$ cat config.mk
export PLATFORM = sky130hd
export DESIGN_NAME = sats_sched
export DESIGN_NICKNAME = d
export VERILOG_FILES = /design/src/core/sats_sched.v /design/src/core/sats_lowbit.v /design/src/core/sats_pulse.v
export VERILOG_INCLUDE_DIRS = /design/src /design/src/core
export SDC_FILE = /design/constraint.sdc
export NUM_CORES = 1
export LEC_CHECK = 0
export BUFFER_PORTS_ARGS = -buffer_cell sky130_fd_sc_hd__buf_2
export CAP_MARGIN = 20
export CORE_ASPECT_RATIO = 1.4
export CORE_MARGIN = 2
export CORE_UTILIZATION = 50
export DETAILED_ROUTE_END_ITERATION = 7
export PLACE_DENSITY = 0.68
export SLEW_MARGIN = 20
export SYNTH_ARGS = -nofsm -noshare
export SYNTH_HDL_FRONTEND = slang
export SYNTH_HIERARCHICAL = 1
export SYNTH_SLANG_ARGS = --single-unit
export TNS_END_PERCENT = 1
$ cat constraint.sdc
create_clock -name clk -period 12.5 [get_ports clk]
set_clock_uncertainty 0.2 [all_clocks]
set_input_delay 2.5 -clock clk [delete_from_list [all_inputs] [get_ports clk]]
set_output_delay 2.5 -clock clk [all_outputs]
set_load 0.05 [all_outputs]
$ cat src/core/sats_consts.vh
// constants for the tag scheduler: offsets, fields, codes and timing
`ifndef SATS_CONSTS_VH
`define SATS_CONSTS_VH

// register byte offsets on the plain register port
`define SATS_OFS_SEXT      12'hD58
`define SATS_OFS_STACK0    12'hD50
`define SATS_OFS_SUMMARY   12'hD54
`define SATS_OFS_CMD       12'hD5C
`define SATS_OFS_STAT      12'hD5E

// command register fields
`define SATS_CMD_OP_HI     11
`define SATS_CMD_OP_LO     8
`define SATS_CMD_TAG_HI    4
`define SATS_CMD_TAG_LO    0

// stack byte 0 tag field of the clear-tag command
`define SATS_STK_TAG_HI    4
`define SATS_STK_TAG_LO    0

// operation codes
`define SATS_OP_SCSI       4'h0
`define SATS_OP_BUF        4'h1
`define SATS_OP_CLEAR      4'h6
`define SATS_OP_CONT       4'h7
`define SATS_OP_INFO       4'h8
`define SATS_OP_BUSRST     4'h9

// tag entry states
`define SATS_ST_FREE       2'h0
`define SATS_ST_EXEC       2'h1
`define SATS_ST_NEXT       2'h2
`define SATS_ST_READY      2'h3

// entry types
`define SATS_TY_SCSI       1'h0
`define SATS_TY_BUF        1'h1

// completion codes and status fields
`define SATS_CC_OK         8'h00
`define SATS_CC_BUSRST     8'h83
`define SATS_CC_REJECT     8'hC0
`define SATS_LOW_BUSRST    8'h1F
`define SATS_STAT_BUSY     7
`define SATS_NUM_TAGS      16
`define SATS_RST_VAL16     16'h0000

// scsi reset pulse length, least time
`define SATS_RST_PULSE_NS  25000
`define SATS_CLK_MHZ       250

`endif

$ cat src/core/sats_sched.v
// command staging and tag scheduler of the scsi adapter
`timescale 1ns/10ps
`default_nettype none
`include "sats_consts.vh"
module sats_sched #(
  parameter [7:0] FW_VERSION = 8'h01,  // arbitrary firmware version
  parameter [7:0] FW_LEVEL   = 8'h00,  // level within version, from zero
  parameter RST_CYCLES = (`SATS_RST_PULSE_NS * `SATS_CLK_MHZ + 999) / 1000
) (
  input  wire        clk,           // adapter clock, 250 mhz
  input  wire        nrst,          // hardware reset, active low
  input  wire [11:0] addr,          // register byte address
  input  wire [15:0] wdata,         // register write data
  input  wire        wr,            // write strobe
  input  wire        rd,            // read strobe
  output reg  [15:0] rdata,         // read data, cycle after rd
  input  wire        bus_free,      // arbitration won this cycle
  input  wire        connected,     // adapter connected to a lun
  input  wire [3:0]  conn_tag,      // tag of the connected command
  input  wire        scsi_done,     // scsi command complete pulse
  input  wire [3:0]  scsi_done_tag, // tag of completed scsi command
  input  wire        buf_done,      // executing buffer command done
  output reg         scsi_send,     // command sent on the bus pulse
  output reg  [3:0]  scsi_send_tag, // tag of the sent command
  output reg         buf_start,     // buffer command start pulse
  output reg  [3:0]  buf_start_tag, // tag of started buffer command
  output reg         resume,        // continue data transfer pulse
  output reg  [3:0]  resume_tag,    // tag to resume
  output wire        scsi_rst       // scsi bus reset line, high active
);
  localparam N = `SATS_NUM_TAGS;

  // reset release through two flops
  reg rs1_ff;
  reg rs2_ff;
  always @(posedge clk or negedge nrst) begin
    if (!nrst) begin
      rs1_ff <= 1'b0;
      rs2_ff <= 1'b0;
    end else begin
      rs1_ff <= 1'b1;
      rs2_ff <= rs1_ff;
    end
  end
  wire rst_n = rs2_ff;

  // tag array and host registers
  reg [1:0]  st_ff [0:N-1];
  reg        ty_ff [0:N-1];
  reg [15:0] unsent_ff;
  reg [15:0] stat_ff;
  reg [15:0] sext_ff;
  reg [7:0]  stack0_ff;
  reg [15:0] cmd_ff;
  reg        pend_ff;
  reg        busy_ff;
  reg        rst_trig_ff;
  reg [1:0]  nxt_st [0:N-1];
  reg        nxt_ty [0:N-1];
  reg [15:0] nxt_unsent;
  reg        nxt_bstart;
  reg [3:0]  nxt_btag;
  integer    i, j, k, m;  // one loop index per process, none shared

  wire [3:0] op      = cmd_ff[`SATS_CMD_OP_HI:`SATS_CMD_OP_LO];
  wire [4:0] tag5    = cmd_ff[`SATS_CMD_TAG_HI:`SATS_CMD_TAG_LO];
  wire [3:0] tag     = tag5[3:0];
  wire [4:0] clr5    = stack0_ff[`SATS_STK_TAG_HI:`SATS_STK_TAG_LO];
  wire [3:0] clr_tag = clr5[3:0];

  // per-type masks of the array
  reg [15:0] use_m [0:1];
  reg [15:0] nxt_m [0:1];
  reg [15:0] rdy_m [0:1];
  always @* begin
    use_m[0] = 16'h0000;
    use_m[1] = 16'h0000;
    nxt_m[0] = 16'h0000;
    nxt_m[1] = 16'h0000;
    rdy_m[0] = 16'h0000;
    rdy_m[1] = 16'h0000;
    for (j = 0; j < N; j = j + 1) begin
      use_m[ty_ff[j]][j] = (st_ff[j] != `SATS_ST_FREE);
      nxt_m[ty_ff[j]][j] = (st_ff[j] == `SATS_ST_NEXT);
      rdy_m[ty_ff[j]][j] = (st_ff[j] == `SATS_ST_READY);
    end
  end

  // scans for next and lowest ready entry of each type
  wire [1:0] nfound;
  wire [1:0] rfound;
  wire [3:0] nidx [0:1];
  wire [3:0] ridx [0:1];
  genvar t;
  generate
    for (t = 0; t < 2; t = t + 1) begin : g_scan
      sats_lowbit #(.N(N), .W(4)) u_next (
        .vec   (nxt_m[t]),
        .found (nfound[t]),
        .idx   (nidx[t])
      );
      // lowest ready tag wins the scan
      sats_lowbit #(.N(N), .W(4)) u_ready (
        .vec   (rdy_m[t]),
        .found (rfound[t]),
        .idx   (ridx[t])
      );
    end
  endgenerate

  // lowest unsent tag goes out first
  wire       us_found;
  wire [3:0] us_idx;
  sats_lowbit #(.N(N), .W(4)) u_unsent (
    .vec   (unsent_ff),
    .found (us_found),
    .idx   (us_idx)
  );

  // count of stored unsent scsi commands
  reg [4:0] us_cnt;
  always @* begin
    us_cnt = 5'h00;
    for (k = 0; k < N; k = k + 1) begin
      us_cnt = us_cnt + {4'h0, unsent_ff[k]};
    end
  end

  // decode of the staged command; done inputs defer it one cycle
  wire defer    = scsi_done | buf_done;
  wire go       = pend_ff & ~defer;
  wire sched_op = (op == `SATS_OP_SCSI) | (op == `SATS_OP_BUF);
  wire ty_new   = (op == `SATS_OP_BUF);
  // only tags 0 to F are accepted for scsi and buffer commands
  wire bad_tag  = sched_op & tag5[4];
  // sixteen stored unsent commands hold a scsi command back
  wire us_full  = (us_cnt == 5'h10);
  wire stall    = (op == `SATS_OP_SCSI) & us_full;
  wire arrive   = go & sched_op & ~bad_tag & ~stall;
  wire do_clr   = go & (op == `SATS_OP_CLEAR) & ~clr5[4];
  wire do_cont  = go & (op == `SATS_OP_CONT);
  wire do_info  = go & (op == `SATS_OP_INFO);
  wire do_brst  = go & (op == `SATS_OP_BUSRST);
  wire do_send  = bus_free & us_found;

  // completion of the executing entry per type
  wire clr_exec = do_clr & (st_ff[clr_tag] == `SATS_ST_EXEC);
  wire s_done   = scsi_done & (st_ff[scsi_done_tag] == `SATS_ST_EXEC) &
                  (ty_ff[scsi_done_tag] == `SATS_TY_SCSI);
  reg        buf_exec_vld_ff;
  reg [3:0]  buf_exec_tag_ff;
  wire [1:0] fin;
  wire [3:0] fin_tag [0:1];
  assign fin[0]     = s_done | (clr_exec & (ty_ff[clr_tag] == 1'b0));
  assign fin[1]     = (buf_done & buf_exec_vld_ff) |
                      (clr_exec & (ty_ff[clr_tag] == 1'b1));
  assign fin_tag[0] = s_done ? scsi_done_tag : clr_tag;
  assign fin_tag[1] = (buf_done & buf_exec_vld_ff) ? buf_exec_tag_ff
                                                    : clr_tag;

  // next state of the array
  always @* begin
    for (i = 0; i < N; i = i + 1) begin
      nxt_st[i] = st_ff[i];
      nxt_ty[i] = ty_ff[i];
    end
    nxt_unsent = unsent_ff;
    nxt_bstart = 1'b0;
    nxt_btag   = 4'h0;
    // each type runs the same steps on its own masks
    for (i = 0; i < 2; i = i + 1) begin
      if (fin[i]) begin
        // finished tag becomes free for reuse
        nxt_st[fin_tag[i]] = `SATS_ST_FREE;
        if (nfound[i]) begin
          nxt_st[nidx[i]] = `SATS_ST_EXEC;
          if (i == 1) begin
            nxt_bstart = 1'b1;
            nxt_btag   = nidx[i];
          end
        end
        // no ready entry leaves the type without next
        if (rfound[i]) begin
          nxt_st[ridx[i]] = `SATS_ST_NEXT;
        end
      end
    end
    // arrival slot depends on what the type holds
    if (arrive) begin
      nxt_ty[tag] = ty_new;
      if (use_m[ty_new] == 16'h0000) begin
        nxt_st[tag] = `SATS_ST_EXEC;
        nxt_bstart  = ty_new;
        nxt_btag    = tag;
      end else if (nxt_m[ty_new] == 16'h0000) begin
        nxt_st[tag] = `SATS_ST_NEXT;
      end else begin
        nxt_st[tag] = `SATS_ST_READY;
      end
      // every scsi command is stored until sent
      if (!ty_new) begin
        nxt_unsent[tag] = 1'b1;
      end
    end
    // retry the bus each cycle, send one when free
    if (do_send) begin
      nxt_unsent[us_idx] = 1'b0;
    end
    // clear tag frees entry and drops unsent copy
    if (do_clr) begin
      nxt_st[clr_tag]     = `SATS_ST_FREE;
      nxt_unsent[clr_tag] = 1'b0;
    end
    // bus reset drops every outstanding command
    if (do_brst) begin
      for (i = 0; i < N; i = i + 1) begin
        nxt_st[i] = `SATS_ST_FREE;
      end
      nxt_unsent = 16'h0000;
      nxt_bstart = 1'b0;
    end
  end

  always @(posedge clk or negedge rst_n) begin
    if (!rst_n) begin
      for (m = 0; m < N; m = m + 1) begin
        st_ff[m] <= `SATS_ST_FREE;
        ty_ff[m] <= `SATS_TY_SCSI;
      end
      unsent_ff <= 16'h0000;
    end else begin
      for (m = 0; m < N; m = m + 1) begin
        st_ff[m] <= nxt_st[m];
        ty_ff[m] <= nxt_ty[m];
      end
      unsent_ff <= nxt_unsent;
    end
  end

  // tracks which buffer tag is executing for buf_done
  always @(posedge clk or negedge rst_n) begin
    if (!rst_n) begin
      buf_exec_vld_ff <= 1'b0;
      buf_exec_tag_ff <= 4'h0;
      buf_start       <= 1'b0;
      buf_start_tag   <= 4'h0;
      scsi_send       <= 1'b0;
      scsi_send_tag   <= 4'h0;
    end else begin
      buf_start     <= nxt_bstart;
      buf_start_tag <= nxt_btag;
      scsi_send     <= do_send & ~do_brst;
      scsi_send_tag <= us_idx;
      if (nxt_bstart) begin
        buf_exec_vld_ff <= 1'b1;
        buf_exec_tag_ff <= nxt_btag;
      end else if (fin[1] | do_brst) begin
        buf_exec_vld_ff <= 1'b0;
      end
    end
  end

  // command staging, busy bit, status and extension registers
  always @(posedge clk or negedge rst_n) begin
    if (!rst_n) begin
      cmd_ff      <= `SATS_RST_VAL16;
      stack0_ff   <= 8'h00;
      pend_ff     <= 1'b0;
      busy_ff     <= 1'b0;
      stat_ff     <= `SATS_RST_VAL16;
      sext_ff     <= `SATS_RST_VAL16;
      rst_trig_ff <= 1'b0;
      resume      <= 1'b0;
      resume_tag  <= 4'h0;
    end else begin
      rst_trig_ff <= 1'b0;
      resume      <= 1'b0;
      if (wr && addr == `SATS_OFS_STACK0) begin
        stack0_ff <= wdata[7:0];
      end
      // command register writes are taken only while not busy
      if (wr && addr == `SATS_OFS_CMD && !busy_ff) begin
        cmd_ff  <= wdata;
        pend_ff <= 1'b1;
        busy_ff <= 1'b1;
      // busy stays for a scsi command while sixteen are unsent
      end else if (go && !(sched_op && !bad_tag && stall)) begin
        pend_ff <= 1'b0;
        busy_ff <= 1'b0;
      end
      // completion writes status with its tag
      if (fin[0] & ~do_clr) begin
        stat_ff <= {`SATS_CC_OK, 4'h0, fin_tag[0]};
      end else if (fin[1] & ~do_clr) begin
        stat_ff <= {`SATS_CC_OK, 4'h0, fin_tag[1]};
      end
      if (go) begin
        if (bad_tag) begin
          stat_ff <= {`SATS_CC_REJECT, 3'h0, tag5};
        end else if (do_clr) begin
          // reset the bus only if the tag is on the bus
          rst_trig_ff <= (ty_ff[clr_tag] == `SATS_TY_SCSI) &
                         (st_ff[clr_tag] != `SATS_ST_FREE) &
                         connected & (conn_tag == clr_tag);
          stat_ff     <= {`SATS_CC_OK, 3'h0, tag5};
        end else if (do_cont) begin
          resume     <= 1'b1;
          resume_tag <= tag;
        end else if (do_info) begin
          // version high byte, level low byte
          // level counts from zero within a version
          sext_ff <= {FW_VERSION, FW_LEVEL};
          stat_ff <= {`SATS_CC_OK, 3'h0, tag5};
        end else if (do_brst) begin
          // fixed bus reset status, tag ignored
          rst_trig_ff <= 1'b1;
          stat_ff     <= {`SATS_CC_BUSRST, `SATS_LOW_BUSRST};
        end else if (!sched_op) begin
          stat_ff <= {`SATS_CC_REJECT, 3'h0, tag5};
        end
      end
    end
  end

  // reset line pulse, at least the minimum reset time
  sats_pulse #(.LEN(RST_CYCLES), .CW(16)) u_rst (
    .clk   (clk),
    .rst_n (rst_n),
    .trig  (rst_trig_ff),
    .pulse (scsi_rst)
  );

  // read mux; busy is live in the status word
  always @(posedge clk or negedge rst_n) begin
    if (!rst_n) begin
      rdata <= `SATS_RST_VAL16;
    end else if (rd) begin
      case (addr)
        `SATS_OFS_STAT: begin
          rdata <= stat_ff | ({15'h0000, busy_ff} << `SATS_STAT_BUSY);
        end
        `SATS_OFS_SEXT:    rdata <= sext_ff;
        `SATS_OFS_STACK0:  rdata <= {8'h00, stack0_ff};
        `SATS_OFS_CMD:     rdata <= cmd_ff;
        `SATS_OFS_SUMMARY: rdata <= {3'h0, us_cnt, 6'h00,
                                     buf_exec_vld_ff, busy_ff};
        default:           rdata <= 16'h0000;
      endcase
    end else begin
      rdata <= 16'h0000;
    end
  end
endmodule
`default_nettype wire

$ cat src/core/sats_lowbit.v
// lowest-index set bit finder used for tag scans
`timescale 1ns/10ps
`default_nettype none
module sats_lowbit #(
  parameter N = 16,
  parameter W = 4
) (
  input  wire [N-1:0] vec,    // candidate bits
  output reg          found,  // any bit set
  output reg  [W-1:0] idx     // index of lowest set bit
);
  integer i;

  // scan from the top so the lowest index wins
  always @* begin
    found = 1'b0;
    idx   = {W{1'b0}};
    for (i = N - 1; i >= 0; i = i - 1) begin
      if (vec[i]) begin
        found = 1'b1;
        idx   = i[W-1:0];
      end
    end
  end
endmodule
`default_nettype wire

$ cat src/core/sats_pulse.v
// fixed-length pulse generator for the scsi reset line
`timescale 1ns/10ps
`default_nettype none
module sats_pulse #(
  parameter LEN = 6250,
  parameter CW  = 13
) (
  input  wire clk,     // adapter clock
  input  wire rst_n,   // synchronised reset, active low
  input  wire trig,    // one-cycle start request
  output wire pulse    // level high for len cycles
);
  reg [CW-1:0] cnt_ff;

  // a new trigger restarts the full length
  always @(posedge clk or negedge rst_n) begin
    if (!rst_n) begin
      cnt_ff <= {CW{1'b0}};
    end else if (trig) begin
      cnt_ff <= LEN[CW-1:0];
    end else if (cnt_ff != {CW{1'b0}}) begin
      cnt_ff <= cnt_ff - {{(CW-1){1'b0}}, 1'b1};
    end
  end

  assign pulse = (cnt_ff != {CW{1'b0}});
endmodule
`default_nettype wire

==> reports/results.md, run 1 <==
| Item | This run | Unit |
|:---|:---|:---|
| Total negative slack for setup checks | 0 | ps |
| Number of enable-type register cells in the synthesized netlist | 0 | - |
| Overall die height | 190 | um |
| Number of buffers on the longest clock path | 2 | - |
| Fin area | 0.0136 | mm^2 |
| Maximum level of the CTS H-tree | 4 | - |
| Net switching component of the power | 0.669 | mW |
| Origin of the worst setup path | unsent_ff[11] | - |
| Largest delay share family, worst path | adder cells | - |
| Most common cell type on the critical path | fa_1 | - |
| Netlist Area Pre-Place | 0.0124 | mm^2 |
| Total congestion overflow after global routing | 0 | - |
| Placeable core region | 0.0245 | mm^2 |
| Chip width | 137 | um |
| Gate count after technology mapping | 1486 | - |
| Count of different cell masters after synthesis | 90 | - |
| Most used flip-flop cell after synthesis | dfrtp_1 | - |
| Total via count after detailed routing | 12900 | - |
| P_leak | 5.85 | nW |
| Sequential-to-total area share from yosys stat | 32.5 | % |
| Drt first-iter violations | 1159 | - |
| WL final | 50300 | um |
| Clock latency reported for the late side of the worst-skew pair | 450 | ps |
| Synth Register Bits | 161 | - |
| Relative contribution of sequential cells to total power | 38.2 | % |
| Worst slew margin relative to its limit | 22.7 | % |
| CTS root buf | clkbuf_16 | - |
| Wire length per cell after detailed routing | 27.2 | um |
| Number of antenna-violating nets in the routed design | 0 | - |
| Signal arrival time at the worst endpoint | 6310 | ps |
| Share of total power in combinational logic | 29.8 | % |
| Highest clock frequency the design can meet | 162 | MHz |
| End of the worst register-to-register path | st_ff[20] | - |
| Estimated wirelength of the detail-placed design | 37900 | um |
| Clock tree from TritonCTS | built | - |
| Maximum number of pins on one net before global-route repair | 69 | - |
| Placed standard-cell area | 0.0130 | mm^2 |
| Global-route total usage across every layer | 39.1 | % |
| Final routed DRC violation total | 0 | - |
| CTS Hold Buffers Added | 0 | - |
| Effective utilization at floorplan | 50.6 | % |
| Vias in the first global route | 12400 | - |
| Share of layout cells above drive strength 1 | 16.6 | % |
| Post-cts resize count | 0 | - |
| Wire length of the first global-routing pass | 74500 | um |
| TritonCTS Buffers | 17 | - |
| Reg-to-reg critical path startpoint | unsent_ff[11] | - |
| Highest-delay cell along the critical path | nor2_1 | - |
| Yosys warning count | 6 | - |
| Number of nets in the synthesized netlist | 1546 | - |
| Synth async-reset ratio | 100 | % |
| Detail-routed via count per cell | 6.95 | - |
| Part of the power in the clock network | 32.0 | % |
| Worst path max stage delay | 710 | ps |
| Final-report max-slew violation count | 0 | - |
| Number of antenna violations at the first check in global routing | 0 | - |
| Max-cap viol count | 0 | - |
| Synth-to-Final Area Change | 10.0 | % |
| Worst r2r path cells | 17 | - |
| Number of buffer and inverter instances along the worst setup path | 4 | - |
| Placement Rows | 68 | - |
| Post-CTS setup buffer count | 0 | - |
| Final Hold Fails | 0 | - |
| Number of logic stages on the critical path including buffering | 17 | - |
| Outcome | completed | - |
| Critical path cell sequence | fa_1 -> inv_1 -> fa_1 -> inv_1 -> fa_1 -> inv_1 -> fa_1 -> inv_1 -> ha_1 -> fa_1 -> xor2_1 -> nand4bb_1 -> o21ai_0 -> or3b_2 -> nor2_1 -> a221oi_1 -> o21a_1 | - |
| Final critical delay including setup and external delays | 6170 | ps |
| Number of clock sinks | 161 | - |
| Top-level I/O count | 76 | - |
| Unrepaired setup endpoints after global routing | false | - |
| Avg Synthesized Cell Area | 8.34 | um^2 |
| P_int | 0.989 | mW |
| Placer's final routability congestion estimate | 1.08 | - |
| Required time of the critical path | 12640 | ps |
| Tcrit/Tclk final | 49.4 | % |
| Type of destination of the critical path | flip-flop | - |
| Clock edge transition at the registers on the reported setup and hold paths | 80 | ps |
| Length of the first detailed-routing pass in iterations | 8 | - |
| Startpoint type of the worst setup path | flip-flop | - |
| Switching portion of total power | 40.4 | % |
| Setup violation total in the final timing report | 0 | - |
| Port bufs | 75 | - |
| Die footprint | 0.0261 | mm^2 |
| Max FO, Critical Path | 7 | - |
| Worst Setup Path Type | reg -> reg | - |
| Worst R2R Setup Slack | 6330 | ps |
| Power density over the cells | 122 | mW/mm^2 |
| Number of nets at the end of the flow | 1584 | - |
| Max VDD drop | 0.000128 | V |
| Hold crit path type | reg -> async | - |
| Worst Tran Pin Value | 1150 | ps |
==> routing by layer <==
layer  global-route usage (%)  vias up  wire length (um)
met5                        0        -                 0
met4                     32.3        0              4800
met3                     8.11      258              4490
met2                     62.0      796             23300
met1                     45.0     6205             17700
li1                         -     5628                 -
==> stage by stage <==
step / total power, mW / setup WS (ps) / std cells / hold slack, ps / utilization, %
global placement: 1.10 / 6450 / 1819 / 68.2 / 53.1
detailed placement: 1.10 / 6390 / 1819 / 69.4 / 53.1
CTS: 1.64 / 6390 / 1851 / 74.2 / 55.6
global route: 1.72 / 6080 / 1852 / 101 / 55.6
floorplan: 0.915 / 7250 / 1486 / 131 / -
finish: 1.66 / 6330 / 1853 / 57.3 / 55.6
==> cell usage after synthesis, drive strengths merged (8+ instances only) <==
cell type	number	area share, %
nor2b	21	1.1
o21ai	98	4.0
and3	42	2.1
nand3b	9	0.58
nor3b	41	2.5
a221oi	9	0.69
nor4	32	2.3
or3	11	0.56
and2	13	0.68
o21bai	13	0.79
nor3	40	1.6
a221o	10	0.81
mux2	55	5.0
mux2i	22	1.8
inv	54	1.6
buf	17	0.80
clkbuf	59	1.8
a21boi	8	0.48
a21oi	105	4.2
a21o	10	0.61
fa	10	1.6
nand2b	19	0.96
o31ai	16	0.97
a211oi	20	1.2
or2	18	0.93
nand2	161	4.9
dfrtp	161	33
and3b	19	1.3
nor2	147	4.5
a311oi	10	0.71
o22ai	20	1.0
nand3	34	1.4
mux4	15	2.7
nand4	16	0.81
or4	10	0.64
a31oi	25	1.3
a22oi	15	0.91
==> placed cells by master (no fill, tap or decap), types with 20 or more instances in the layout <==
cell	n
mux2_2	54
o21ai_0	98
dfrtp_1	160
nor2b_1	21
nand3_1	33
o22ai_1	20
nor2_1	147
and3_1	42
inv_1	53
nand2_1	161
a21oi_1	105
mux2i_1	22
nor3_1	40
nor3b_1	41
a31oi_1	25
buf_2	75
a211oi_1	20
==> power groups by stage <==
| stage | Combinational (mW) | Clock, mW | Sequential, mW |
|---|---|---|---|
| after floorplan | 0.322 | 0 | 0.594 |
| after detailed placement | 0.467 | 0 | 0.637 |
| after global placement | 0.468 | 0 | 0.637 |
| final | 0.495 | 0.530 | 0.633 |
| after global routing | 0.523 | 0.560 | 0.633 |
| after CTS | 0.470 | 0.540 | 0.627 |
==> worst max path at each step <==
stage	to	slack (ps)
after floorplan	st_ff[4]	7250
after global placement	st_ff[27]	6450
final	st_ff[20]	6330
after CTS	st_ff[20]	6390
after global routing	st_ff[12]	6080
after detailed placement	st_ff[31]	6390
==> kinds of logic (layout without fill, tap and decap cells) <==
group,Yosys count,after routing,synth area share (%)
compound gates,422,422,22.2
xor+xnor,11,11,0.778
fa+ha+maj,16,16,2.22
buf+inv,131,182,4.25
flops,161,161,32.5
mux,92,92,9.50
other cells,1,2,0.0303
simple gates,652,652,28.5
==> registers in the layout (all words and copies together), names as in the netlist, 4 cells and up <==
name and count:
resume_tag 4, cmd_ff 16, scsi_send_tag 4, ty_ff 16, st_ff 32, u_rst/cnt_ff 16, buf_start_tag 4, stack0_ff 8
buf_exec_tag_ff 4, stat_ff 16, unsent_ff 16, rdata 16
==> final cells by class <==
type | instances | area, um^2
well taps | 315 | 394
clock inverters | 15 | 181
clock buffers | 17 | 425
flip-flops and latches | 161 | 4030
inverters | 55 | 206
fillers | 2333 | 10900
diodes | 1 | 2.50
repair buffers | 95 | 523
multi-input cells | 1194 | 7860
Power figures use the tool's default switching activity.
==> run 2: changes to the inputs <==
==> constraint.sdc (replaced) <==
create_clock -name clk -period 5.86 [get_ports clk]
set_clock_uncertainty 0.2 [all_clocks]
set_input_delay 1.172 -clock clk [delete_from_list [all_inputs] [get_ports clk]]
set_output_delay 1.172 -clock clk [all_outputs]
set_load 0.05 [all_outputs]
==> reports/results.md, run 2 (synthesized netlist as in run 1, its figures left out) <==
| Item | This run | Unit |
|:---|:---|:---|
| Clock latency reported for the late side of the worst-skew pair | 450 | ps |
| Number of buffers on the longest clock path | 2 | - |
| Number of nets at the end of the flow | 1607 | - |
| Power density over the cells | 258 | mW/mm^2 |
| Worst Setup Path Type | reg -> reg | - |
| Placement Setup Slack | 193 | ps |
| Highest-count cells in the layout ignoring fill and taps | nand2_1 (161), dfrtp_1 (160), nor2_1 (145), a21oi_1 (105), o21ai_0 (98) | - |
| Reg-to-reg critical path startpoint | unsent_ff[5] | - |
| Hold path start | rs1_ff | - |
| Detail-routed via count per cell | 6.94 | - |
| Placement Rows | 68 | - |
| Synth-to-Final Area Change | 11.5 | % |
| Number of antenna violations at the first check in global routing | 1 | - |
| CTS root buf | clkbuf_16 | - |
| Top-level I/O count | 76 | - |
| Number of clock sinks | 161 | - |
| Placeable core region | 0.0245 | mm^2 |
| Final Hold Fails | 0 | - |
| Max-cap viol count | 0 | - |
| Hold crit path type | reg -> reg | - |
| WL final | 51900 | um |
| Port bufs | 75 | - |
| Clock tree from TritonCTS | built | - |
| Outcome | completed | - |
| Max VDD drop | 0.000253 | V |
| Tcrit/Tclk final | 96.5 | % |
| Unrepaired setup endpoints after global routing | false | - |
| Highest clock frequency the design can meet | 177 | MHz |
| Worst R2R Setup Slack | 210 | ps |
| Placed standard-cell area | 0.0132 | mm^2 |
| Die footprint | 0.0261 | mm^2 |
| Final Worst Setup Slack | 206 | ps |
| Maximum number of pins on one net before global-route repair | 61 | - |
| Flip-flop count of the largest register, all copies and words added | 32 | - |
| Chip width | 137 | um |
| Total negative slack for setup checks | 0 | ps |
| Signal arrival time at the worst endpoint | 5790 | ps |
| Instance count along the most critical hold path | 0 | - |
| Required time of the critical path | 6000 | ps |
| Estimated wirelength of the detail-placed design | 39700 | um |
| Overall die height | 190 | um |
| Fraction of the core area covered by cells at the end of the flow | 56.4 | % |
| Wire length of the first global-routing pass | 76900 | um |
| Startpoint type of the worst setup path | flip-flop | - |
| CTS Hold Buffers Added | 0 | - |
| Clock edge transition at the registers on the reported setup and hold paths | 70 | ps |
| Post-layout power | 3.57 | mW |
| Largest register by flop count | st_ff | - |
| Ant. Diodes | 0 | - |
| Number of antenna-violating nets in the routed design | 0 | - |
| P_leak | 5.97 | nW |
| Placer's final routability congestion estimate | 1.12 | - |
| Wire length per cell after detailed routing | 27.7 | um |
| Type of destination of the critical path | flip-flop | - |
| Maximum level of the CTS H-tree | 4 | - |
| Effective utilization at floorplan | 50.6 | % |
| Global-route total usage across every layer | 40.5 | % |
| Share of layout cells above drive strength 1 | 18.0 | % |
| Length of the first detailed-routing pass in iterations | 8 | - |
| Final routed DRC violation total | 0 | - |
| Worst slew margin relative to its limit | 25.2 | % |
| TritonCTS Buffers | 17 | - |
| Max FO, Critical Path | 6 | - |
| Final-report max-slew violation count | 0 | - |
| End of the worst register-to-register path | ty_ff[11] | - |
| Fin area | 0.0138 | mm^2 |
| Vias in the first global route | 12400 | - |
| Total congestion overflow after global routing | 0 | - |
| Origin of the worst setup path | unsent_ff[5] | - |
| Worst r2r path cells | 18 | - |
| Total via count after detailed routing | 13000 | - |
| Drt first-iter violations | 1283 | - |
| Most common library cell in the layout ignoring fill and taps | nand2_1 | - |
| Setup violation total in the final timing report | 0 | - |
| Final critical delay including setup and external delays | 5650 | ps |
| Min-Delay Endpoint | rs2_ff | - |
| Worst Tran Pin Value | 1120 | ps |
## run 2: where the power goes
part           total (mW)  switching [mW]  internal (mW)
Sequential           1.33           0.170           1.16
Combinational        1.09           0.722          0.370
Clock                1.14           0.564          0.578
Total                3.57            1.46           2.11
## run 2: metal layers
layer  wire, um  part of all wire [%]  vias to the layer above  GRT usage [%]
li1           -                     -                     5675              -
met1      18400                    35                     6243           47.4
met2      24300                    47                      850           64.7
met3       4440                   8.5                      253           7.63
met4       4870                   9.4                        0           31.1
met5          0                     0                        -              0
## run 2: layout make-up
cell class	count	area (um^2)
well taps	315	394
multi-input cells	1194	7870
flip-flops and latches	161	4030
inverters	55	206
clock buffers	17	425
clock inverters	15	185
fillers	2337	10700
repair buffers	118	698
## run 2: worst max-delay path, stage by stage (launching register included)
cell	delay, ps
dfrtp_1	400
inv_1	80
fa_1	540
inv_1	50
fa_1	470
fa_1	520
inv_1	50
fa_1	480
inv_1	40
ha_1	210
fa_1	460
xor2_1	180
nand4bb_1	210
o21ai_0	110
buf_4	170
or3b_2	470
buf_4	170
nor3_1	350
mux2_2	390
## run 2: repair_timing
item,in CTS,in global routing
buffers inserted,0,0
endpoints found under the setup margin,0,5
resized for setup,0,3
## run 2: how the worst max path moves through the flow
stage                    to  cells past startpoint
6_report          ty_ff[11]                     18
4_1_cts        unsent_ff[5]                     19
5_1_grt           ty_ff[11]                     18
3_5_place_dp   unsent_ff[5]                     19
2_1_floorplan     st_ff[29]                     18
3_3_place_gp   unsent_ff[5]                     19
## run 2: stage by stage
step / std cells / hold WS (ps)
after floorplan: 1486 / 131
after global placement: 1843 / 144
after detailed placement: 1843 / 143
after CTS: 1875 / 159
after global routing: 1875 / 171
final: 1875 / 156
==> run 3: changes to the inputs <==
--- a/config.mk
+++ b/config.mk
@@ -12,6 +12,7 @@
 export CORE_MARGIN = 2
 export CORE_UTILIZATION = 50
 export DETAILED_ROUTE_END_ITERATION = 7
+export GPL_TIMING_DRIVEN = 0
 export PLACE_DENSITY = 0.68
 export SLEW_MARGIN = 20
 export SYNTH_ARGS = -nofsm -noshare
==> reports/results.md, run 3 (synthesized netlist as in run 1, its figures left out) <==
| Item | This run | Unit |
|:---|:---|:---|
| Number of antenna violations at the first check in global routing | 4 | - |
| Startpoint type of the worst setup path | flip-flop | - |
| Total congestion overflow after global routing | 0 | - |
| Synth-to-Final Area Change | 12.8 | % |
| Worst slew margin relative to its limit | 6.26 | % |
| Maximum level of the CTS H-tree | 4 | - |
| Worst Tran Pin Value | 1400 | ps |
| P_leak | 5.94 | nW |
| Post-Place Cells | 1879 | - |
| Final Hold Fails | 0 | - |
| Number of non-filler instances in the completed layout | 1915 | - |
| Outcome | completed | - |
| Most common library cell in the layout ignoring fill and taps | nand2_1 | - |
| Final critical delay including setup and external delays | 5780 | ps |
| Max VDD drop | 0.000224 | V |
| Estimated wirelength of the detail-placed design | 42600 | um |
| Flip-flop count of the largest register, all copies and words added | 32 | - |
| Total via count after detailed routing | 13200 | - |
| Highest clock frequency the design can meet | 173 | MHz |
| Number of buffers on the longest clock path | 2 | - |
| Final routed DRC violation total | 0 | - |
| TritonCTS Buffers | 17 | - |
| Area of combinational cells with multiple inputs | 0.00795 | mm^2 |
| Highest-count cells in the layout ignoring fill and taps | nand2_1 (161), dfrtp_1 (157), nor2_1 (142), a21oi_1 (105), o21ai_0 (96) | - |
| Wire length of the first global-routing pass | 80300 | um |
| Number of antenna-violating nets in the routed design | 0 | - |
| Reg area | 0.00404 | mm^2 |
| Max FO, Critical Path | 5 | - |
| Tcrit/Tclk final | 98.7 | % |
| Number of nets at the end of the flow | 1645 | - |
| Unrepaired setup endpoints after global routing | true | - |
| Detail-routed via count per cell | 6.91 | - |
| Chip width | 137 | um |
| Overall die height | 190 | um |
| Length of the first detailed-routing pass in iterations | 6 | - |
| Final-report max-slew violation count | 0 | - |
| Total negative slack for setup checks | 0 | ps |
| Placement Setup Slack | -605 | ps |
| Worst Setup Path Type | reg -> reg | - |
| Placement Rows | 68 | - |
| Total of fill cells in the finished design | 2341 | - |
| Placeable core region | 0.0245 | mm^2 |
| Number of clock sinks | 161 | - |
| CTS Hold Buffers Added | 0 | - |
| Drt first-iter violations | 1367 | - |
| Clock tree from TritonCTS | built | - |
| Top-level I/O count | 76 | - |
| Setup violation total in the final timing report | 0 | - |
| Die footprint | 0.0261 | mm^2 |
| Reg-to-reg critical path startpoint | unsent_ff[11] | - |
| Maximum number of pins on one net before global-route repair | 58 | - |
| Clock latency reported for the late side of the worst-skew pair | 460 | ps |
| Vias in the first global route | 12800 | - |
| Wire length per cell after detailed routing | 28.8 | um |
| Type of destination of the critical path | flip-flop | - |
| Share of layout cells above drive strength 1 | 17.0 | % |
| Origin of the worst setup path | unsent_ff[11] | - |
| CTS root buf | clkbuf_16 | - |
| Power density over the cells | 259 | mW/mm^2 |
| Required time of the critical path | 5990 | ps |
| Placer's final routability congestion estimate | 1.08 | - |
| WL final | 55200 | um |
| Largest register by flop count | st_ff | - |
| Global-route total usage across every layer | 42.9 | % |
| Port bufs | 75 | - |
| Fraction of the core area covered by cells at the end of the flow | 57.0 | % |
| Clock edge transition at the registers on the reported setup and hold paths | 80 | ps |
| Hold crit path type | reg -> async | - |
| Final Worst Setup Slack | 76.7 | ps |
| Signal arrival time at the worst endpoint | 5920 | ps |
| Max-cap viol count | 0 | - |
| Effective utilization at floorplan | 50.6 | % |
run 3: cell count changes in the layout (fill, tap and decap cells not counted), sizes merged:
cell | before | now
diode | 0 | 2
clkinv | 9 | 6
buf | 118 | 96
inv | 60 | 63
clkbuf | 17 | 77
run 3: repair_timing:
action	in CTS	in global routing
pin swaps	0	4
setup endpoints to repair	43	52
resized for setup	11	11
setup buffers	0	1
run 3: worst paths after layout:
kind	cells after the start	endpoint	slack (ps)
min in group clk	0	rs2_ff	180
min reg2reg	0	scsi_send_tag[2]	80
max reg2reg	18	st_ff[31]	80
max in group asynchronous	2	rdata[8]	4430
min	0	scsi_send_tag[2]	80
max	18	st_ff[31]	80
run 3: where the power goes:
part	switching (mW)	total [mW]	internal (mW)	leakage [nW]
Sequential	0.171	1.33	1.16	2.08
Clock	0.584	1.16	0.580	0.292
Combinational	0.754	1.12	0.366	3.56
run 3: per-stage QoR:
step / area, um^2 / power (mW) / hold slack [ps]
after floorplan: 12400 / 1.95 / 131
after global placement: 13200 / 2.38 / 144
after detailed placement: 13300 / 2.39 / 88.5
after CTS: 13900 / 3.55 / 94.0
after global routing: 14000 / 3.71 / 117
final: 14000 / 3.62 / 80.4
run 3: critical path, stage by stage, from the launching register on:
cell and delay (ps):
dfrtp_2 450, fa_1 550, inv_1 60, fa_1 470
inv_1 50, fa_1 510, inv_1 50, fa_1 470
inv_1 40, ha_1 200, fa_1 480, xor2_2 210
nand4bb_2 250, o21ai_4 130, or3_4 510, nor3_2 520
a21oi_1 130, o21ai_0 300, nor2_1 60
run 3: per-layer routing:
layer | part of all wire, % | routed length (um) | GRT usage [%] | vias up
met5 | 0.029 | 16 | 0 | -
met3 | 8.5 | 4670 | 9.65 | 337
met4 | 11 | 6170 | 37.6 | 2
met1 | 34 | 18900 | 47.1 | 6326
li1 | - | - | - | 5757
met2 | 46 | 25400 | 68.8 | 811
run 3: final cells by class:
| cell class | instances | share of cell area [%] |
|---|---|---|
| tap | 315 | 2.82 |
| antenna | 2 | 0.0358 |
| inverter | 55 | 1.48 |
| clock buffer | 17 | 3.04 |
| sequential | 161 | 28.9 |
| multi-input combinational | 1194 | 56.9 |
| buffer | 76 | 2.29 |
| clock inverter | 15 | 1.29 |
| timing repair buffer | 80 | 3.28 |
